[src/pkg/adcdg_pkg.sv]
// Purpose: Constants and types of the converter test-pattern and diagnostic register bank
// Assumes: Register indices are scaled by four to give Avalon byte addresses
// Notes:   All field positions and every reset value except the output-drive one live here
package adcdg_pkg;

  // ****************************************************************
  // Register indices (byte address is four times the index)
  // ****************************************************************
  localparam logic [5:0] IDX_MODE        = 6'h20;
  localparam logic [5:0] IDX_OUTPUT_DRV  = 6'h22;
  localparam logic [5:0] IDX_PATTERN_0   = 6'h23;
  localparam logic [5:0] IDX_PATTERN_1   = 6'h24;
  localparam logic [5:0] IDX_PATTERN_2   = 6'h25;
  localparam logic [5:0] IDX_PATTERN_3   = 6'h26;
  localparam logic [5:0] IDX_DIAG_STATUS = 6'h34;
  localparam logic [5:0] IDX_ERR_STATUS  = 6'h35;

  // ****************************************************************
  // Field positions
  // ****************************************************************
  localparam int BIT_DRIVE_DOUBLE = 0;
  localparam int BIT_POWERUP_DONE = 7;
  localparam int BIT_RESET_SEEN   = 6;
  localparam int BIT_CRC_ENABLE   = 0;
  localparam int BIT_CRC_ERROR    = 0;
  localparam int FMT_MSB          = 2;

  // ****************************************************************
  // Codes and reset values
  // ****************************************************************
  localparam logic [2:0] FMT_TEST_PATTERN = 3'h4;
  localparam logic [2:0] RST_FORMAT       = 3'h0;
  localparam logic [7:0] RST_PATTERN_LOW  = 8'h0f;
  localparam logic [7:0] RST_PATTERN_HIGH = 8'h5a;
  localparam logic [7:0] RST_DIAG_STATUS  = 8'h40;
  localparam logic [7:0] RST_ERR_STATUS   = 8'h00;
  localparam int         PATTERN_BYTES    = 4;

  typedef enum logic [0:0] {
    ADCDG_BUS_IDLE,
    ADCDG_BUS_ACK
  } adcdg_bus_e;

endpackage

[src/logic/adcdg_regs.sv]
// Purpose: Test-pattern and diagnostic register bank behind an Avalon-MM slave
// Assumes: Fuse checker, power-up monitor and converter data share sys_clk_in
// Notes:   Each access answers with waitrequest low exactly one cycle after it is taken
//
// The Avalon-MM slave port was left to the implementer.
`timescale 1ns/1ps
`default_nettype none

module adcdg_regs
  import adcdg_pkg::*;
#(
  parameter int CONV_WIDTH = 32
)
(
  input  wire logic        sys_clk_in,
  input  wire logic        rst_in,
  input  wire logic [7:0]  address_in,
  input  wire logic        read_in,
  input  wire logic        write_in,
  input  wire logic [31:0] writedata_in,
  input  wire logic [3:0]  byteenable_in,
  input  wire logic        powerup_done_in,
  input  wire logic        reset_event_in,
  input  wire logic        fuse_crc_done_in,
  input  wire logic        fuse_crc_mismatch_in,
  input  wire logic [31:0] conv_ch0_in,
  input  wire logic [31:0] conv_ch1_in,
  output logic             waitrequest_out,
  output logic [31:0]      readdata_out,
  output logic             drive_strength_double_out,
  output logic [2:0]       output_format_select_out,
  output logic [31:0]      pattern_value_out,
  output logic             pattern_active_out,
  output logic             fuse_crc_start_out,
  output logic [31:0]      ch0_data_out,
  output logic [31:0]      ch1_data_out
);

  // ****************************************************************
  // Elaboration check
  // ****************************************************************
  if (CONV_WIDTH != 32)
  begin : g_width_check
    $error("adcdg_regs serves only a 32-bit channel word");
  end

  // ****************************************************************
  // State
  // ****************************************************************
  typedef struct packed {
    adcdg_bus_e                      bus_state;
    logic                            waitreq;
    logic [31:0]                     rdata;
    logic                            is_write;
    logic                            be_low;
    logic [5:0]                      idx;
    logic [7:0]                      wdata;
    logic                            drive_dbl;
    logic [2:0]                      fmt;
    logic [PATTERN_BYTES-1:0][7:0]   pattern;
    logic                            pwr_done;
    logic                            rst_seen;
    logic                            crc_en;
    logic                            crc_start;
    logic                            crc_err;
    logic                            pat_active;
    logic [31:0]                     ch0;
    logic [31:0]                     ch1;
  } adcdg_state_s;

  adcdg_state_s state_reg;
  adcdg_state_s state_next;

  // ****************************************************************
  // Helpers
  // ****************************************************************
  // Sticky flag: a set in the clearing cycle wins
  function automatic logic sticky_flag(input logic cur, input logic set, input logic clr);
    sticky_flag = set | (cur & ~clr);
  endfunction

  function automatic logic [7:0] read_mux(input adcdg_state_s s, input logic [5:0] idx);
    logic [7:0] v;
    v = 8'h00;
    case (idx)
      IDX_MODE:
      begin
        v[FMT_MSB:0] = s.fmt;
      end
      IDX_OUTPUT_DRV:
      begin
        v[BIT_DRIVE_DOUBLE] = s.drive_dbl;
      end
      IDX_PATTERN_0:
      begin
        v = s.pattern[0];
      end
      IDX_PATTERN_1:
      begin
        v = s.pattern[1];
      end
      IDX_PATTERN_2:
      begin
        v = s.pattern[2];
      end
      IDX_PATTERN_3:
      begin
        v = s.pattern[3];
      end
      IDX_DIAG_STATUS:
      begin
        v[BIT_POWERUP_DONE] = s.pwr_done;
        v[BIT_RESET_SEEN]   = s.rst_seen;
        v[BIT_CRC_ENABLE]   = s.crc_en;
      end
      IDX_ERR_STATUS:
      begin
        v[BIT_CRC_ERROR] = s.crc_err;
      end
      default:
      begin
        v = 8'h00;
      end
    endcase
    read_mux = v;
  endfunction

  function automatic adcdg_state_s reset_state();
    adcdg_state_s r;
    r            = '0;
    r.bus_state  = ADCDG_BUS_IDLE;
    r.waitreq    = 1'b1;
    r.fmt        = RST_FORMAT;
    r.pattern[0] = RST_PATTERN_LOW;
    r.pattern[1] = RST_PATTERN_LOW;
    r.pattern[2] = RST_PATTERN_HIGH;
    r.pattern[3] = RST_PATTERN_HIGH;
    r.pwr_done   = RST_DIAG_STATUS[BIT_POWERUP_DONE];
    r.rst_seen   = RST_DIAG_STATUS[BIT_RESET_SEEN];
    r.crc_en     = RST_DIAG_STATUS[BIT_CRC_ENABLE];
    r.crc_err    = RST_ERR_STATUS[BIT_CRC_ERROR];
    reset_state  = r;
  endfunction

  // ****************************************************************
  // Next-state logic
  // ****************************************************************
  always_comb
  begin
    logic       wr_take;
    logic       rd_take;
    logic [7:0] wd;
    logic       clr_rst;
    logic       clr_err;
    logic       clr_pwr;
    logic       start_crc;
    wr_take   = 1'b0;
    rd_take   = 1'b0;
    wd        = state_reg.wdata;
    clr_rst   = 1'b0;
    clr_err   = 1'b0;
    clr_pwr   = 1'b0;
    start_crc = 1'b0;

    state_next = state_reg;

    case (state_reg.bus_state)
      ADCDG_BUS_IDLE:
      begin
        state_next.waitreq = 1'b1;
        if (read_in || write_in)
        begin
          state_next.bus_state = ADCDG_BUS_ACK;
          state_next.waitreq   = 1'b0;
          state_next.is_write  = write_in;
          state_next.be_low    = byteenable_in[0];
          state_next.idx       = address_in[7:2];
          state_next.wdata     = writedata_in[7:0];
          state_next.rdata     = write_in ? 32'h0000_0000
                                 : {24'h00_0000, read_mux(state_reg, address_in[7:2])};
        end
      end
      ADCDG_BUS_ACK:
      begin
        // Master sees waitrequest low at this edge; access takes effect here
        state_next.bus_state = ADCDG_BUS_IDLE;
        state_next.waitreq   = 1'b1;
        wr_take = state_reg.is_write & state_reg.be_low;
        rd_take = ~state_reg.is_write;
      end
      default:
      begin
        state_next.bus_state = ADCDG_BUS_IDLE;
        state_next.waitreq   = 1'b1;
      end
    endcase

    // ****************************************************************
    // Register writes
    // ****************************************************************
    if (wr_take)
    begin
      case (state_reg.idx)
        IDX_MODE:
        begin
          state_next.fmt = wd[FMT_MSB:0];
        end
        IDX_OUTPUT_DRV:
        begin
          state_next.drive_dbl = wd[BIT_DRIVE_DOUBLE];
        end
        IDX_PATTERN_0:
        begin
          state_next.pattern[0] = wd;
        end
        IDX_PATTERN_1:
        begin
          state_next.pattern[1] = wd;
        end
        IDX_PATTERN_2:
        begin
          state_next.pattern[2] = wd;
        end
        IDX_PATTERN_3:
        begin
          state_next.pattern[3] = wd;
        end
        IDX_DIAG_STATUS:
        begin
          clr_rst          = wd[BIT_RESET_SEEN];
          state_next.crc_en = wd[BIT_CRC_ENABLE];
          start_crc        = wd[BIT_CRC_ENABLE];
        end
        IDX_ERR_STATUS:
        begin
          clr_err = wd[BIT_CRC_ERROR];
        end
        default:
        begin
          clr_err = 1'b0;
        end
      endcase
    end

    // Power-up flag clears once software has read it
    if (rd_take && (state_reg.idx == IDX_DIAG_STATUS))
    begin
      clr_pwr = 1'b1;
    end

    // ****************************************************************
    // Flags
    // ****************************************************************
    state_next.pwr_done  = sticky_flag(state_reg.pwr_done, powerup_done_in, clr_pwr);
    state_next.rst_seen  = sticky_flag(state_reg.rst_seen, reset_event_in, clr_rst);
    state_next.crc_err   = sticky_flag(state_reg.crc_err,
                                       fuse_crc_done_in & fuse_crc_mismatch_in,
                                       clr_err);
    state_next.crc_start = start_crc;

    // ****************************************************************
    // Channel data
    // ****************************************************************
    state_next.pat_active = (state_reg.fmt == FMT_TEST_PATTERN);
    if (state_reg.fmt == FMT_TEST_PATTERN)
    begin
      state_next.ch0 = state_reg.pattern;
      state_next.ch1 = state_reg.pattern;
    end
    else
    begin
      state_next.ch0 = conv_ch0_in;
      state_next.ch1 = conv_ch1_in;
    end

    if (rst_in)
    begin
      state_next = reset_state();
    end
  end

  always_ff @(posedge sys_clk_in)
  begin
    state_reg <= state_next;
  end

  // ****************************************************************
  // Outputs
  // ****************************************************************
  assign waitrequest_out           = state_reg.waitreq;
  assign readdata_out              = state_reg.rdata;
  assign drive_strength_double_out = state_reg.drive_dbl;
  assign output_format_select_out  = state_reg.fmt;
  assign pattern_value_out         = state_reg.pattern;
  assign pattern_active_out        = state_reg.pat_active;
  assign fuse_crc_start_out        = state_reg.crc_start;
  assign ch0_data_out              = state_reg.ch0;
  assign ch1_data_out              = state_reg.ch1;

endmodule

`default_nettype wire

[config.mk]
export PLATFORM = sky130hd
export DESIGN_NAME = adcdg_regs
export DESIGN_NICKNAME = d
export VERILOG_FILES = /design/src/pkg/adcdg_pkg.sv /design/src/logic/adcdg_regs.sv
export SDC_FILE = /design/constraint.sdc
export NUM_CORES = 1
export LEC_CHECK = 0
export ABC_AREA = 0
export BUFFER_PORTS_ARGS = -buffer_cell sky130_fd_sc_hd__buf_4
export CAP_MARGIN = 20
export CORE_MARGIN = 2
export CORE_UTILIZATION = 44
export CTS_CLUSTER_DIAMETER = 150
export CTS_CLUSTER_SIZE = 25
export DETAILED_ROUTE_END_ITERATION = 6
export MAX_ROUTING_LAYER = met4
export PLACE_DENSITY = 0.77
export SYNTH_ARGS = -nofsm -noshare
export SYNTH_HDL_FRONTEND = slang
export SYNTH_SLANG_ARGS = --single-unit
[constraint.sdc]
create_clock -name sys_clk_in -period 1.5 [get_ports sys_clk_in]
set_input_delay 0 -clock sys_clk_in [delete_from_list [all_inputs] [get_ports sys_clk_in]]
set_output_delay 0 -clock sys_clk_in [all_outputs]
set_load 0.01 [all_outputs]
* After elaboration in Yosys (flattened, before gate mapping)
Cells that the tools add are included.
** Word-level totals
- Register bits :: 156
- Logic and storage cells :: 79
** Operators by class
- Muxes and demuxes :: 15
- Equal/unequal tests :: 17
- Reductions and logical operators :: 11
- Bitwise logic cells :: 15
** Operators with widths (number)
- $eq A6 B6 Y1 const B :: 16
- $mux W64 :: 1
- $mux W50 :: 1
- $pmux W2 S5 :: 2
- $reduce_and A2 Y1 :: 8
- $pmux W3 S4 :: 1
- $mux W8 :: 1
- $pmux W1 S8 :: 1
- $mux W1 :: 7
- $not A1 Y1 :: 7
- $and A1 B1 Y1 :: 5
- $pmux W2 S2 :: 1
- $eq A3 B3 Y1 const B :: 1
- $or A1 B1 Y1 :: 3
- $reduce_or A3 Y1 :: 1
- $logic_and A1 B1 Y1 :: 1
- $logic_or A1 B1 Y1 :: 1

* Logic depth before layout (Yosys ltp)
- Depth in word-level cells :: 7
- Gate-level depth with buffers :: 6
- Mapped depth without buffers :: 4

* Least setup slack after synthesis
OpenSTA, ideal clock, no wires.
- Path type :: reg2reg
- Start :: register state_reg[115] (netlist bit)
- End :: register state_reg (netlist bit pattern_value_out[2])
- Data required time :: 1.380 ns
- Library setup time :: 0.120 ns
- Path slack :: -0.093 ns
- Cell stages (with the launch flop) :: 6
- Arrival :: 1.474 ns
- Path through :: dfxtp_1 or3b_1 nor4_4 buf_6 nor2b_1 a211o_1
** On the way
- Cells in the longest elaborated chain, start to end :: 2
** Ends and longest elaborated chain
- from (decl) :: RTL line adcdg_regs.sv:71 : adcdg_state_s state_reg;
- from (signal assigned) :: RTL line adcdg_regs.sv:284 : state_reg <= state_next;
- $eq A6 B6 Y1 :: RTL line adcdg_regs.sv:203 : case (state_reg.idx)
- $reduce_and A2 Y1 (no line)
No other way between the ends.
A chain may end at the register's enable or synchronous reset.

* Final worst setup path
- Start :: register state_reg[155] (netlist bit)
- End :: register state_reg (netlist bit pattern_value_out[9])
** On the way
- Cells in the longest elaborated chain, start to end :: 2
** Ends and longest elaborated chain
- $mux W1 :: RTL line adcdg_regs.sv:167 : case (state_reg.bus_state)
- $reduce_and A2 Y1 (no line)
No other way between the ends.

==> impl_results.md <==
- FF/Latch Area: 0.00266 mm^2
- Critical Path RT: 1.80 ns
- Row cnt: 42
- Area growth, synth to finish: 42.5%
- Critical path cell sequence: nand4_4, buf_4, nor3b_4, buf_6, nor2b_1, a211o_1
- Worst clock skew: 0.00863 ns
- EDFF count, synth: 0
- # setup viols final: 32
- Largest cells by area after synthesis: dfxtp_1, buf_4, nand2_1
- Routed WL per cell: 16.5 um
- Starting Density: 45.2%
- Initial drt markers: 374
- Critical Path Source: state_reg[155]
- Main flop type after synthesis: dfxtp_1
- CTS Sinks: 132
- Synth Register Bits: 132
- HP Start: write_in
- Die footprint: 0.0146 mm^2
- Clock Root Buffer: clkbuf_16
- Post-DP HPWL: 11300 um
- Critical Path End Type: flop
- Worst Tran Pin Value: 0.655 ns
- Crit Reg-Reg Startpoint: state_reg[155]
- WP data arrival: 1.88 ns
- Gp weighted congestion: 0.894
- Vias per cell: 4.92
- CP Launch Type: flop
- RSZ-0062 raised after global routing: true
- Post-synth ARST share: 0%
- Pin count of the biggest net entering global routing: 65
- Share of the synthesized area in the top cell type: 44.0%
- Vias in the first global route: 5251
- # DRC: 0
- Max-slew headroom: 56.3%
- Worst Hold Class: in2reg
- Share of cells above drive strength 1: 34.2%
- Most frequent cells in the layout: buf_4, nand2_1, dfxtp_1
- CTS tree: yes
- Commonest non-fill, non-tap cell in the layout: buf_4
- Final wirelength: 17700 um
- Fin crit share: 105%
- Sequential-to-total area share from yosys stat: 44.0%
- Cell area after synthesis: 0.00601 mm^2
- CP max stage delay: 0.37 ns
- WS Path Type: reg2reg
- Synth Warn #: 0
- Max cap viols: 0
- Slowest-stage cell, CP: dfxtp_4
- CTS Buffer Depth: 2
- Fillers: 1032
- Power per cell area: 1010 mW/mm^2
- Fmax: 633 MHz
- Delay-heaviest family, CP: simple AND/OR/NAND/NOR gates
- Die width: 121 um
- Syn Area/Cell: 8.78 um^2
- # diodes: 0
- Total gr overflow: 0
- Yosys cell types: 51
- Inst Count DP: 945
- Failing checks: negative setup slack
- DRT antenna net count: 0
- Core Area: 0.0133 mm^2
- Clock buffer count from CTS: 17
- First-pass GRT wire length: 26700 um
- Initial antenna violation count: 0
- Setup slack after layout: -0.0796 ns
- Worst vdd ir: 742 uV
- Area leader, netlist: dfxtp_1
- Multi-input logic area: 0.00235 mm^2
- IO buf count: 197
- Tmin final: 1.58 ns
- Leak: 3.89 nW
- Vias: 5277
- Clock latency on the worst-skew pair: 0.42 ns
- Final hold vios: 0
- CTS H-tree lvls: 4
- Layout net count: 999
- Die height: 121 um
- I/O Pins: 251
- Number of iterations in the first detailed-routing pass: 5
- Synth Instances: 684
- Setup WS pre-CTS: -0.0847 ns
- Worst-path fanout max: 7
- Buf/Inv on CP: 2
- GRT Total Usage: 24.2%
- Clock-pin slew on the worst setup and hold paths: 0.06 ns
- Status: finished with violations
- Pins Over Slew Limit: 0
- Non-Filler Instances: 1072
==> cell usage after synthesis (2+ instances only) <==
| cell | n |
|---|---|
| nor4_4 | 4 |
| a221oi_1 | 4 |
| and3b_1 | 3 |
| nand3_1 | 6 |
| nand2b_1 | 4 |
| buf_6 | 2 |
| nor2_1 | 28 |
| nand2_1 | 131 |
| buf_1 | 5 |
| inv_1 | 5 |
| nor3b_1 | 3 |
| mux2i_1 | 23 |
| o21ai_0 | 5 |
| buf_4 | 134 |
| and3_1 | 2 |
| a22oi_1 | 10 |
| buf_2 | 4 |
| clkbuf_1 | 25 |
| a22o_1 | 3 |
| a211o_1 | 17 |
| mux2_2 | 5 |
| nor3_1 | 2 |
| a21oi_1 | 83 |
| nor4_1 | 2 |
| nor2b_1 | 17 |
| dfxtp_1 | 132 |
==> cell type report <==
type	instances	area share (%)
clock buffer	23	5.70
clock inverter	9	0.906
inverter	5	0.219
tap	176	2.57
timing repair buffer	327	32.1
sequential	132	31.0
multi-input combinational	400	27.4
==> logic make-up (layout without fill, tap and decap cells) <==
group                  after synthesis  count (layout)  share of synthesized area [%]
and+or+nand+nor                    218             218                           18.3
other                                1              24                         0.0624
muxes                               28              28                           4.77
AOI/OAI and AO/OA                  130             130                           13.2
buffers and inverters              175             364                           19.6
DFF                                132             132                           44.0
==> layer usage <==
metal / GRT usage, % / up-vias / wire [um] / share of wire, %
met3: 5.73 / 47 / 1030 / 5.8
met4: 9.08 / 0 / 503 / 2.8
met2: 42.0 / 215 / 8890 / 50
li1: - / 2543 / - / -
met5: - / - / 0 / 0
met1: 27.1 / 2472 / 7240 / 41
==> repair_timing <==
action                     CTS  global route
cloned                       1             2
hold endpoints to repair    84             0
setup endpoints to repair   28            49
pin swaps                    5            18
hold buffers                85             0
gates resized for setup      8            23
setup buffers                3             5
==> worst register-to-register path, stage by stage, from the launching register on <==
cell and delay (ns):
dfxtp_4 0.37, nand4_4 0.20, buf_4 0.21, nor3b_4 0.23, buf_6 0.16, nor2b_1 0.05
a211o_1 0.25
==> per-stage QoR <==
step	TNS, ns	instance area, um^2	total power [W]	util, %	hold WS, ns
floorplan	-0.0557	6110	0.00430	-	0.0944
global placement	-0.316	6940	0.00457	52.2	0.200
detailed placement	-1.17	6940	0.00458	52.2	0.196
CTS	-0.821	8420	0.00867	63.4	0.0359
global route	-4.21	8560	0.00894	64.4	0.0259
finish	-1.40	8560	0.00865	64.4	0.00936
==> final timing paths <==
path	cells past startpoint	endpoint	slack, ns
setup / recovery	6	pattern_value_out[9]	-0.08
hold reg to reg	1	state_reg[68]	0.46
setup reg to reg	6	pattern_value_out[9]	-0.08
hold / removal	3	readdata_out[2]	0.009
==> where the power goes <==
| group | leakage [nW] | switching (W) | internal (W) | total [W] |
|---|---|---|---|---|
| sequential | 1.09 | 0.0000910 | 0.00364 | 0.00373 |
| clock | 0.275 | 0.00148 | 0.00244 | 0.00392 |
| combinational | 2.52 | 0.000438 | 0.000565 | 0.00100 |
No activity file was read; power rests on OpenSTA's default activity.
